$ cat src/clock_select_pkg.sv
// Constants, register map and mode encodings for the clock source selector.
// Notes on behaviour
// - Three-bit field selects one of eight modes.
// - Internal oscillator runs at 4 or 8 MHz.
// - Crystal modes wait 1024 input oscillations.
// - Start-up count follows power-up timer or wake.
// - Hold execution while start-up count runs.
// - Internal modes wait the warm-up delay.
// - External clock mode adds no start-up delay.
// - External clock enters on input pin; output pin freed.
// - Stopped clock halts logic, state kept intact.
// - RC mode drives output pin with Fosc/4.
// - Pin-free RC mode frees the output pin.
// - Internal clock-out mode drives Fosc/4, frees input.
// - Pin-free internal mode frees both pins.
// - Crystal modes set low, medium, high gain.
// - One bit chooses the internal frequency.
package clock_select_pkg;
  // Mode codes held in the low three bits of the configuration register.
  typedef enum logic [2:0] {
    low_power_crystal_mode           = 3'h0,
    medium_gain_crystal_mode         = 3'h1,
    high_gain_crystal_mode           = 3'h2,
    external_clock_input_mode        = 3'h3,
    internal_osc_pin_free_mode       = 3'h4,
    internal_osc_with_clock_output   = 3'h5,
    resistor_capacitor_pin_free_mode = 3'h6,
    resistor_capacitor_mode          = 3'h7
  } clock_mode_t;

  // Amplifier gain levels driven to the analog inverter.
  localparam logic [1:0] GAIN_OFF  = 2'h0;
  localparam logic [1:0] GAIN_LOW  = 2'h1;
  localparam logic [1:0] GAIN_MID  = 2'h2;
  localparam logic [1:0] GAIN_HIGH = 2'h3;

  // Register byte addresses on APB.
  localparam logic [7:0] ADDR_CONFIG = 8'h00;
  localparam logic [7:0] ADDR_STATUS = 8'h04;

  // Configuration fields and reset value.
  localparam int          MODE_LSB       = 0;
  localparam int          TIMER_EN_BIT   = 3;
  localparam int          FREQ_SEL_BIT   = 7;
  localparam logic [7:0]  CONFIG_RESET   = 8'h03;
  localparam logic [31:0] CONFIG_MASK    = 32'h0000_008F;

  // Timing figures.
  localparam int CLK_MHZ          = 250;
  localparam int INT_OSC_LOW_MHZ      = 4;
  localparam int INT_OSC_HIGH_MHZ     = 8;
  localparam int STARTUP_OSCILLATIONS = 1024;
  localparam int RC_DELAY_TICKS   = 8;
  localparam int WARMUP_NS        = 2000;
  localparam int WARMUP_CYCLES    = (WARMUP_NS * CLK_MHZ + 999) / 1000;
  localparam int COUNT_W          = 16;
endpackage : clock_select_pkg

$ cat src/startup_count_if.sv
// Interface between the start-up sequencer and its counter.
`timescale 1ns/1ps
interface startup_count_if #(parameter int W = 16);
  logic         start;
  logic         tick;
  logic [W-1:0] limit;
  logic         done;
  modport sequencer (output start, output tick, output limit, input done);
  modport counter (input start, input tick, input limit, output done);
endinterface : startup_count_if

$ cat src/oscillator_startup_counter.sv
// Counter that measures a start-up delay in ticks of a chosen enable.
`timescale 1ns/1ps
module oscillator_startup_counter (
  // Clock and reset
  input wire logic        mclk,
  input wire logic        resetn,
  // Sequencer side
  startup_count_if.counter cnt
);
  logic [$bits(cnt.limit)-1:0] count;
  logic                        busy;

  // A start reloads the count; done rises once limit ticks have passed.
  always_ff @(posedge mclk or negedge resetn) begin
    if (!resetn) begin
      count <= '0;
      busy  <= 1'b0;
    end else if (cnt.start) begin
      count <= '0;
      busy  <= 1'b1;
    end else if (busy && cnt.tick) begin
      count <= count + 1'b1;
      if (count + 1'b1 >= cnt.limit) begin
        busy <= 1'b0;
      end
    end
  end

  assign cnt.done = !busy && !cnt.start;
endmodule : oscillator_startup_counter

$ cat src/clock_source_selector.sv
// Clock source selector: mode decode, pin roles, Fosc/4 and start-up hold.
//
// The implementer's own choices: the address map and the APB register port.
`timescale 1ns/1ps
module clock_source_selector #(
  parameter int WARMUP_COUNT = clock_select_pkg::WARMUP_CYCLES
) (
  // Clock and reset
  input  wire logic                     mclk,
  input  wire logic                     resetn,
  // APB slave
  input  wire logic                     psel,
  input  wire logic                     penable,
  input  wire logic                     pwrite,
  input  wire logic [7:0]               paddr,
  input  wire logic [31:0]              pwdata,
  output logic      [31:0]              prdata,
  output logic                          pready,
  output logic                          pslverr,
  // Power and sleep events from the core
  input  wire logic                     power_up_timer_expired,
  input  wire logic                     sleep_enter,
  input  wire logic                     wake_event,
  // Oscillator pins
  input  wire logic                     oscillator_input_pin,
  input  wire logic                     oscillator_output_pin_i,
  output logic                          oscillator_output_pin_o,
  output logic                          oscillator_output_pin_oe,
  // Pin role and analog controls
  output logic                          input_pin_is_gpio,
  output logic                          output_pin_is_gpio,
  output logic [1:0]                    amp_gain,
  output logic                          internal_osc_enable,
  output logic                          internal_frequency_select,
  // Core clocking
  output logic                          fosc_tick,
  output logic                          cpu_hold
);
  import clock_select_pkg::*;

  // Refuse a warm-up count that the start-up counter cannot hold.
  if (WARMUP_COUNT < 1 || WARMUP_COUNT >= (1 << COUNT_W)) begin : g_bad_warmup
    $error("WARMUP_COUNT out of range for the start-up counter");
  end

  typedef enum logic [2:0] {
    st_wait_timer,
    st_startup,
    st_run,
    st_sleep
  } seq_state_t;

  // Configuration register.
  logic [7:0]  config_q;
  clock_mode_t mode;
  logic        timer_en;

  assign mode                      = clock_mode_t'(config_q[MODE_LSB +: 3]);
  assign timer_en                  = config_q[TIMER_EN_BIT];
  assign internal_frequency_select = config_q[FREQ_SEL_BIT];

  // Mode decode, kept as named wires so every pin role is visible at a glance.
  logic is_crystal;
  logic is_ext_clock;
  logic is_rc_any;
  logic is_int_any;
  logic drives_div_clock;

  assign is_crystal = (mode == low_power_crystal_mode) ||
                      (mode == medium_gain_crystal_mode) ||
                      (mode == high_gain_crystal_mode);
  assign is_ext_clock = (mode == external_clock_input_mode);
  assign is_rc_any  = (mode == resistor_capacitor_mode) ||
                      (mode == resistor_capacitor_pin_free_mode);
  assign is_int_any = (mode == internal_osc_with_clock_output) ||
                      (mode == internal_osc_pin_free_mode);
  assign drives_div_clock = (mode == resistor_capacitor_mode) ||
                         (mode == internal_osc_with_clock_output);

  // Input pin is free only in internal modes; output pin in external-clock and both pin-free modes.
  assign input_pin_is_gpio  = is_int_any;
  assign output_pin_is_gpio = is_ext_clock ||
                              (mode == resistor_capacitor_pin_free_mode) ||
                              (mode == internal_osc_pin_free_mode);
  assign internal_osc_enable = is_int_any;

  // Amplifier gain follows the crystal mode and is off for all others.
  always_comb begin
    case (mode)
      low_power_crystal_mode:   amp_gain = GAIN_LOW;
      medium_gain_crystal_mode: amp_gain = GAIN_MID;
      high_gain_crystal_mode:   amp_gain = GAIN_HIGH;
      default:                  amp_gain = GAIN_OFF;
    endcase
  end

  // Input pin synchroniser; a level counts once stages two and three agree.
  logic sync1;
  logic sync2;
  logic sync3;
  logic pin_level;
  logic next_pin_level;

  always_ff @(posedge mclk or negedge resetn) begin
    if (!resetn) begin
      sync1 <= 1'b0;
      sync2 <= 1'b0;
      sync3 <= 1'b0;
    end else begin
      sync1 <= oscillator_input_pin;
      sync2 <= sync1;
      sync3 <= sync2;
    end
  end

  assign next_pin_level = (sync2 == sync3) ? sync3 : pin_level;

  always_ff @(posedge mclk or negedge resetn) begin
    if (!resetn) begin
      pin_level <= 1'b0;
    end else begin
      pin_level <= next_pin_level;
    end
  end

  // Internal oscillator: a phase accumulator gives an exact average rate
  // since neither 4 MHz nor 8 MHz divides the 250 MHz clock evenly.
  localparam logic [8:0] ACC_WRAP = 9'(CLK_MHZ);
  localparam logic [8:0] INC_LOW  = 9'(INT_OSC_LOW_MHZ);
  localparam logic [8:0] INC_HIGH = 9'(INT_OSC_HIGH_MHZ);

  logic [8:0] phase_acc;
  logic [8:0] phase_inc;
  logic [8:0] phase_sum;
  logic       int_wrap;

  assign phase_inc = internal_frequency_select ? INC_HIGH : INC_LOW;
  assign phase_sum = phase_acc + phase_inc;
  assign int_wrap  = is_int_any && (phase_sum >= ACC_WRAP);

  always_ff @(posedge mclk or negedge resetn) begin
    if (!resetn) begin
      phase_acc <= '0;
    end else if (!is_int_any) begin
      phase_acc <= '0;
    end else if (int_wrap) begin
      phase_acc <= phase_sum - ACC_WRAP;
    end else begin
      phase_acc <= phase_sum;
    end
  end

  // One oscillator tick per rising edge of the pin, or per accumulator wrap.
  // Outside the internal modes no edge on the pin means no tick, so the Fosc/4 divider and the start-up count below stand still.
  logic ext_edge;
  logic next_tick;

  assign ext_edge  = !is_int_any && next_pin_level && !pin_level;
  assign next_tick = ext_edge || int_wrap;

  always_ff @(posedge mclk or negedge resetn) begin
    if (!resetn) begin
      fosc_tick <= 1'b0;
    end else begin
      fosc_tick <= next_tick;
    end
  end

  // Fosc/4 on the output pin: toggle every second oscillator tick.
  logic [1:0] div_cnt;

  always_ff @(posedge mclk or negedge resetn) begin
    if (!resetn) begin
      div_cnt                 <= '0;
      oscillator_output_pin_o <= 1'b0;
    end else if (!drives_div_clock) begin
      div_cnt                 <= '0;
      oscillator_output_pin_o <= 1'b0;
    end else if (fosc_tick) begin
      div_cnt <= div_cnt + 1'b1;
      if (div_cnt[0]) begin
        oscillator_output_pin_o <= !oscillator_output_pin_o;
      end
    end
  end

  assign oscillator_output_pin_oe = drives_div_clock;

  // Start-up sequencer and its counter.
  startup_count_if #(.W(COUNT_W)) cnt_if ();

  oscillator_startup_counter u_counter (
    .mclk   (mclk),
    .resetn (resetn),
    .cnt    (cnt_if.counter)
  );

  seq_state_t   state;
  seq_state_t   next_state;
  logic         start_now;
  logic         use_mclk_tick;
  logic [COUNT_W-1:0] delay_limit;

  // Crystals count pin oscillations, RC counts two instruction cycles,
  // internal modes count the warm-up time in system clock cycles.
  always_comb begin
    if (is_crystal) begin
      delay_limit = COUNT_W'(STARTUP_OSCILLATIONS);
    end else if (is_rc_any) begin
      delay_limit = COUNT_W'(RC_DELAY_TICKS);
    end else begin
      delay_limit = COUNT_W'(WARMUP_COUNT);
    end
  end

  assign use_mclk_tick = is_int_any;
  assign cnt_if.limit  = delay_limit;
  assign cnt_if.tick   = use_mclk_tick ? 1'b1 : fosc_tick;
  assign cnt_if.start  = start_now;

  // Leaving reset or sleep starts a count unless the clock is external.
  always_comb begin
    next_state = state;
    start_now  = 1'b0;
    case (state)
      st_wait_timer: begin
        if (!timer_en || power_up_timer_expired) begin
          if (is_ext_clock) begin
            next_state = st_run;
          end else begin
            next_state = st_startup;
            start_now  = 1'b1;
          end
        end
      end
      st_startup: begin
        if (sleep_enter) begin
          next_state = st_sleep;
        end else if (cnt_if.done) begin
          next_state = st_run;
        end
      end
      st_run: begin
        if (sleep_enter) begin
          next_state = st_sleep;
        end
      end
      st_sleep: begin
        if (wake_event) begin
          if (is_ext_clock) begin
            next_state = st_run;
          end else begin
            next_state = st_startup;
            start_now  = 1'b1;
          end
        end
      end
      default: next_state = st_wait_timer;
    endcase
  end

  always_ff @(posedge mclk or negedge resetn) begin
    if (!resetn) begin
      state <= st_wait_timer;
    end else begin
      state <= next_state;
    end
  end

  assign cpu_hold = (state != st_run);

  // APB slave: zero wait states, read data captured in the setup cycle.
  logic        setup_phase;
  logic        access_wr;
  logic        hit_config;
  logic        hit_status;
  logic        mapped;
  logic [31:0] status_word;
  logic [31:0] next_rdata;

  assign setup_phase = psel && !penable;
  assign access_wr   = psel && penable && pwrite;
  assign hit_config  = (paddr == ADDR_CONFIG);
  assign hit_status  = (paddr == ADDR_STATUS);
  assign mapped      = hit_config || hit_status;
  assign pready      = 1'b1;
  assign pslverr     = psel && penable && !mapped;

  assign status_word = {22'h0, output_pin_is_gpio, input_pin_is_gpio,
                        amp_gain, cnt_if.done, cpu_hold, 1'b0, 3'(state)};
  assign next_rdata  = hit_config ? {24'h0, config_q} :
                       hit_status ? status_word : 32'h0;

  always_ff @(posedge mclk or negedge resetn) begin
    if (!resetn) begin
      prdata <= 32'h0;
    end else if (setup_phase) begin
      prdata <= next_rdata;
    end
  end

  // Configuration writes; unused bits are masked so they read as zero.
  always_ff @(posedge mclk or negedge resetn) begin
    if (!resetn) begin
      config_q <= CONFIG_RESET;
    end else if (access_wr && hit_config) begin
      config_q <= 8'(pwdata & CONFIG_MASK);
    end
  end
endmodule : clock_source_selector

$ cat config.mk
export PLATFORM = sky130hd
export DESIGN_NAME = clock_source_selector
export DESIGN_NICKNAME = d
export VERILOG_FILES = /design/src/clock_select_pkg.sv /design/src/startup_count_if.sv /design/src/oscillator_startup_counter.sv /design/src/clock_source_selector.sv
export SDC_FILE = /design/constraint.sdc
export NUM_CORES = 1
export LEC_CHECK = 0
export BUFFER_PORTS_ARGS = -buffer_cell sky130_fd_sc_hd__buf_2
export CORE_MARGIN = 8
export CORE_UTILIZATION = 30
export DETAILED_ROUTE_END_ITERATION = 7
export SYNTH_ARGS = -nofsm -noshare
export SYNTH_HDL_FRONTEND = slang
export SYNTH_SLANG_ARGS = --single-unit
export TNS_END_PERCENT = 50
$ cat constraint.sdc
create_clock -name mclk -period 3.1 [get_ports mclk]
set_clock_uncertainty 0.1 [all_clocks]
set_input_delay 0.155 -clock mclk [delete_from_list [all_inputs] [get_ports mclk]]
set_output_delay 0.155 -clock mclk [all_outputs]
set_load 0.01 [all_outputs]
== Word-level counts from Yosys, hierarchy flattened ==
Cells that the tools add are included.
Widths: inputs -> output; s select.

* $add $sub $neg: 4
* Magnitude comparators: 2
* Equal/unequal tests: 19
* Mux-type cells: 31
* Reductions and logical operators: 36

{| class="wikitable"
|+ Operator list
! kind !! count
|-
| $mux 16 || 2
|-
| $mux 9 || 3
|-
| $mux 10 || 2
|-
| $add 16x1->16 const B || 1
|-
| $ge 16x11->1 || 1
|-
| $mux 3 || 5
|-
| $eq 3x2->1 const B || 4
|-
| $eq 3x3->1 const B || 4
|-
| $pmux 3 s4 || 1
|-
| $mux 1 || 11
|-
| $mux 11 || 1
|-
| $logic_and 1x1->1 || 10
|-
| $logic_or 1x1->1 || 10
|-
| $add 9x4->9 || 1
|-
| $ge 9x8->1 const B || 1
|-
| $sub 9x8->9 const B || 1
|-
| $eq 8x3->1 const B || 1
|-
| $logic_not 1->1 || 8
|-
| $logic_not 8->1 || 1
|-
| $eq 3x1->1 const B || 2
|-
| $logic_not 3->1 || 2
|-
| $mux 2 || 3
|-
| $ne 2x2->1 const B || 3
|-
| $pmux 2 s3 || 1
|-
| other kinds (10) || 13
|}

* Bits in registers: 74
* Bits of input ports: 50
* Output and inout bits: 44
* Word-level logic and storage cells: 105

== Logic depth before layout (Yosys ltp) ==
* Word-level depth: 9
* Gate-level depth with buffers: 12
* Depth with buffers taken out: 10

== Cells and area by module ==
A second synthesis with hierarchy kept.

* Cell total of the unflattened synthesis: 397
* Area total of the unflattened synthesis: 3,532.1 µm²

{| class="wikitable"
|+ Modules (own cells, without submodules)
! module !! times used !! cells each !! area an instance (µm²) !! sequential area each (µm²)
|-
| clock_source_selector || 1 || 222 || 2,053.2 || 803.3
|-
| oscillator_startup_counter || 1 || 175 || 1,478.9 || 425.4
|}

== Worst setup path before layout ==
OpenSTA, ideal clock, no wires.

* Path type: flip-flop to flip-flop
* Start point: reg config_q[1]
* End point: reg u_counter.busy
* Library setup time: 0.099 ns
* Data arrival time: 2.342 ns
* Data required time: 2.901 ns
* Slack: 0.558 ns
* Cell stages (with the launch flop): 12
* Path buffers: 2
* Clock period less this slack: 2.542 ns
* Path through: dfstp_2 buf_2 nand2b_1 clkbuf_1 nand2_1 inv_1 ha_1 o21a_1 o21ai_0 a21oi_1 or3_1 a311oi_1

* Longest elaborated chain between the ends: 7
* Elaborated cells on any way between the ends: 25
* Those cells by class: order compare: 1; eq/ne: 7; mux: 8; reduce/logical: 9

{| class="wikitable"
|+ Ends and longest elaborated chain
! element !! line !! source
|-
| start: declaration || clock_source_selector.sv:54 || <nowiki>logic [7:0] config_q;</nowiki>
|-
| start signal: assignment || clock_source_selector.sv:307 || <nowiki>config_q <= 8'(pwdata & CONFIG_MASK);</nowiki>
|-
| $eq 3x3->1, or another cell as far along || clock_source_selector.sv:73 || <nowiki>assign is_rc_any = (mode == resistor_capacitor_mode) ||</nowiki>
|-
| $logic_or 1x1->1, on equally long branches || clock_source_selector.sv:73, clock_source_selector.sv:69 ||
|-
| $mux 9 or $logic_or 1x1->1 (tied branches) || clock_source_selector.sv:209, clock_source_selector.sv:70 ||
|-
| $mux 11 || clock_source_selector.sv:207 || <nowiki>if (is_crystal) begin</nowiki>
|-
| $ge 16x11->1 || oscillator_startup_counter.sv:23 || <nowiki>if (count + 1'b1 >= cnt.limit) begin</nowiki>
|-
| $reduce_bool 2->1 (no line) || - ||
|-
| $reduce_and 2->1 (no line) || - ||
|-
| end signal: assignment || oscillator_startup_counter.sv:17 || <nowiki>busy <= 1'b0;</nowiki>
|-
| end signal: assignment || oscillator_startup_counter.sv:20 || <nowiki>busy <= 1'b1;</nowiki>
|-
| end signal: assignment || oscillator_startup_counter.sv:24 || <nowiki>busy <= 1'b0;</nowiki>
|-
| end: declaration || oscillator_startup_counter.sv:11 || <nowiki>logic busy;</nowiki>
|}

Several ways; a longest one is shown, not always the timed one.
A chain may end at the register's enable or synchronous reset.

== Worst setup path in the final report ==
* Start point: reg u_counter.count[0]
* End point: reg u_counter.busy

* Longest elaborated chain between the ends: 4

{| class="wikitable"
|+ Ends and longest elaborated chain
! element !! line !! source
|-
| start: declaration || oscillator_startup_counter.sv:10 || <nowiki>logic [$bits(cnt.limit)-1:0] count;</nowiki>
|-
| start signal: assignment || oscillator_startup_counter.sv:22 || <nowiki>count <= count + 1'b1;</nowiki>
|-
| $add 16x1->16 || oscillator_startup_counter.sv:23 ||
|-
| $ge 16x11->1 || oscillator_startup_counter.sv:23 ||
|-
| $reduce_bool 2->1 (no line) || - ||
|-
| $reduce_and 2->1 (no line) || - ||
|}

Every way passes these cells.

==> flow_metrics.py <==
metrics = {
    "status": {
        "status": "completed",
    },
    "grt": {
        "grt_max_degree": 50,
        "grt_pass1_vias": 2503,
        "antenna_found_initial": 0,
        "grt_overflow": 0,
        "grt_usage_pct": 10.1,
        "grt_pass1_wl_mm": 12.2,
    },
    "cells_and_area": {
        "syn_to_final_growth_pct": 11.7,
        "drive_gt1_share_pct": 16.8,
        "fin_nets": 458,
        "multiInputGateArea_um2": 1730,
        "fillers": 1114,
        "diodes": 0,
        "seqCellArea_um2": 1230,
        "finalInstanceArea_um2": 3610,
    },
    "placement": {
        "dpl_cell_area_um2": 3420,
        "dpl.hpwl_mm": 5.38,
        "io_buffers": 42,
        "gp_congestion": 0.798,
    },
    "routing": {
        "vias_per_cell": 4.73,
        "drtAntennaViolNets": 0,
        "vias": 2525,
        "drt_wl_total_mm": 7.23,
        "drt-pass1-iter-count": 6,
        "post_drt_wl_per_cell_um": 13.5,
        "drt-initial-drc-count": 183,
        "drc": 0,
    },
    "setup_path": {
        "path_max_fanout": 7,
        "worstSetupEndpointType": "flop",
        "cp-start-kind": "flop",
        "crit_path_end": "u_counter.busy$_DFFE_PN0P_",
        "worst-r2r-cell-count": 9,
        "r2r_end": "u_counter.busy$_DFFE_PN0P_",
        "timing_worst_setup_path_type": "flop to flop",
        "startpoint": "u_counter.count[0]$_DFFE_PN0P_",
        "critPathRequiredTime_ns": 3.21,
        "crit_arrival_ns": 2.72,
        "r2r-start": "u_counter.count[0]$_DFFE_PN0P_",
        "r2r_slack_ns": 0.49,
    },
    "timing": {
        "clock.fmax_mhz": 383,
        "setup_tns_ns": 0,
        "drv_slew": 0,
        "max_slew.worst_pin.slew_ns": 1.12,
        "slew_headroom_pct": 25.5,
        "hold_violations": 0,
        "setup_violations": 0,
        "period_minus_slack_ns": 2.61,
        "finalCritPeriodShare_pct": 84.2,
        "rsz0062_at_grt": "false",
    },
    "logic_synthesis": {
        "postSynth.asyncResetShare_pct": 100,
        "ys.flop_type": "dfrtp_1",
        "synth.area.top_cells": "dfrtp_1, buf_4, ha_1",
        "ys_ff_latch": 49,
        "yosysWarnings": 0,
        "ys_top_cells_by_count": "dfrtp_1, nor2_1, nand2_1",
        "yosysSeqAreaShare_pct": 38.1,
        "syn_area_um2": 3230,
        "postSynthCellCount": 354,
        "yosys.area.top_type": "dfrtp_1",
        "synth_edf_count": 0,
        "avgSynthCellArea_um2": 9.12,
        "synth.distinct_cells": 53,
        "synth.top_cell.area_share_pct": 36.4,
        "yosysMostFrequentCell": "dfrtp_1",
    },
    "floorplanning": {
        "coreArea_um2": 10700,
        "die_h_um": 120,
        "fp.dieW_um": 120,
        "die_area_um2": 14300,
        "rows": 38,
        "pin_count": 94,
        "start_util_pct": 30.3,
    },
    "pwr": {
        "power_uw": 1550,
        "vdd_drop_max_mv": 0.278,
        "p_leak_uw": 0.00165,
        "powerDensity_nw_per_um2": 429,
    },
    "job": {
        "cap_viol_max_count": 0,
    },
    "clocking": {
        "cts_hold_repair.buffers": 7,
        "cts_buffer_depth": 2,
        "cts_resized": 0,
        "cts_buffers": 5,
        "htreeDepth": 2,
        "cts_root_buf": "clkbuf_8",
        "clock_sinks": 49,
        "post_cts_buffers": 0,
        "insertion_delay_ns": 0.30,
        "cts_tree": "done",
        "path_clk_slew_ns": 0.09,
    },
    "worst_hold_path": {
        "hold_path.class": "primary input to flop",
    },
}
cells by family after synthesis:
family                   share of synthesized area [%]
AO/OA/AOI/OAI                                     12.1
XOR/XNOR                                          8.68
adder cells (fa/ha/maj)                           6.36
buffers and inverters                             11.0
flip-flops                                        38.1
multiplexers                                      4.26
other                                            0.233
AND/OR/NAND/NOR                                   19.3
flip-flops by register name, indices dropped and copies added (netlist names), 2 cells and up:
signal	count
state	2
u_counter.count	16
config_q	5
prdata	10
phase_acc	8
worst min-delay path by stage:
stage,cells after the start,from,slack (ns),end
2_1_floorplan,0,resetn,-0.24,config_q[2]$_DFFE_PN0P_
3_3_place_gp,1,oscillator_input_pin,0.17,sync1$_DFF_PN0_
3_5_place_dp,1,oscillator_input_pin,0.17,sync1$_DFF_PN0_
4_1_cts,3,paddr[2],0.14,prdata[4]$_DFFE_PN0P_
5_1_grt,3,paddr[2],0.16,prdata[4]$_DFFE_PN0P_
6_report,3,paddr[2],0.14,prdata[4]$_DFFE_PN0P_
critical path: stages (launching register included):
cell and delay [ns]:
dfrtp_1 0.42, ha_1 0.22, nand3_1 0.25, xnor2_1 0.22, ha_1 0.30, o21a_1 0.10
o21ai_0 0.24, a21oi_1 0.10, or3_1 0.36, a311oi_1 0.21
cells in the final DEF, fill, tap and decap left out, drive strengths merged, types with 14 or more instances in the layout:
master   n
dfrtp   47
buf     44
nor2    35
nand2   29
conb    23
o21ai   20
xnor2   17
inv     16
a21oi   16
xor2    15
ha      14
final cells by class:
| type | count | share of cell area, % |
|---|---|---|
| sequential | 49 | 34.1 |
| timing repair buffer | 51 | 8.19 |
| tap | 140 | 4.86 |
| clock inverter | 1 | 0.833 |
| multi-input combinational | 270 | 48.0 |
| clock buffer | 7 | 2.39 |
| inverter | 16 | 1.67 |
metrics by stage:
step | worst slack, ns | utilization, % | hold slack (ns) | instances
5_1_grt | 0.246 | 33.9 | 0.161 | 534
4_1_cts | 0.478 | 33.9 | 0.140 | 534
6_report | 0.488 | 33.9 | 0.140 | 534
3_5_place_dp | 0.515 | 32.1 | 0.166 | 519
2_1_floorplan | 0.558 | - | -0.241 | 375
3_3_place_gp | 0.562 | 32.1 | 0.167 | 519
routing by layer:
metal  vias to the layer above  track usage, %  wire length [um]
met5                         -               0                 0
met4                         0            2.73                87
met3                         6            3.24               461
met2                        56            16.7              3400
met1                      1211            12.4              3270
li1                       1252               -                 -
where the power goes:
part	total (uW)	switching (uW)	leakage [uW]	internal (uW)
sequential	700	33.6	0.000658	666
clock	479	215	0.0000585	263
combinational	369	235	0.000937	135
Note: power is estimated with default switching activity, not from simulation.
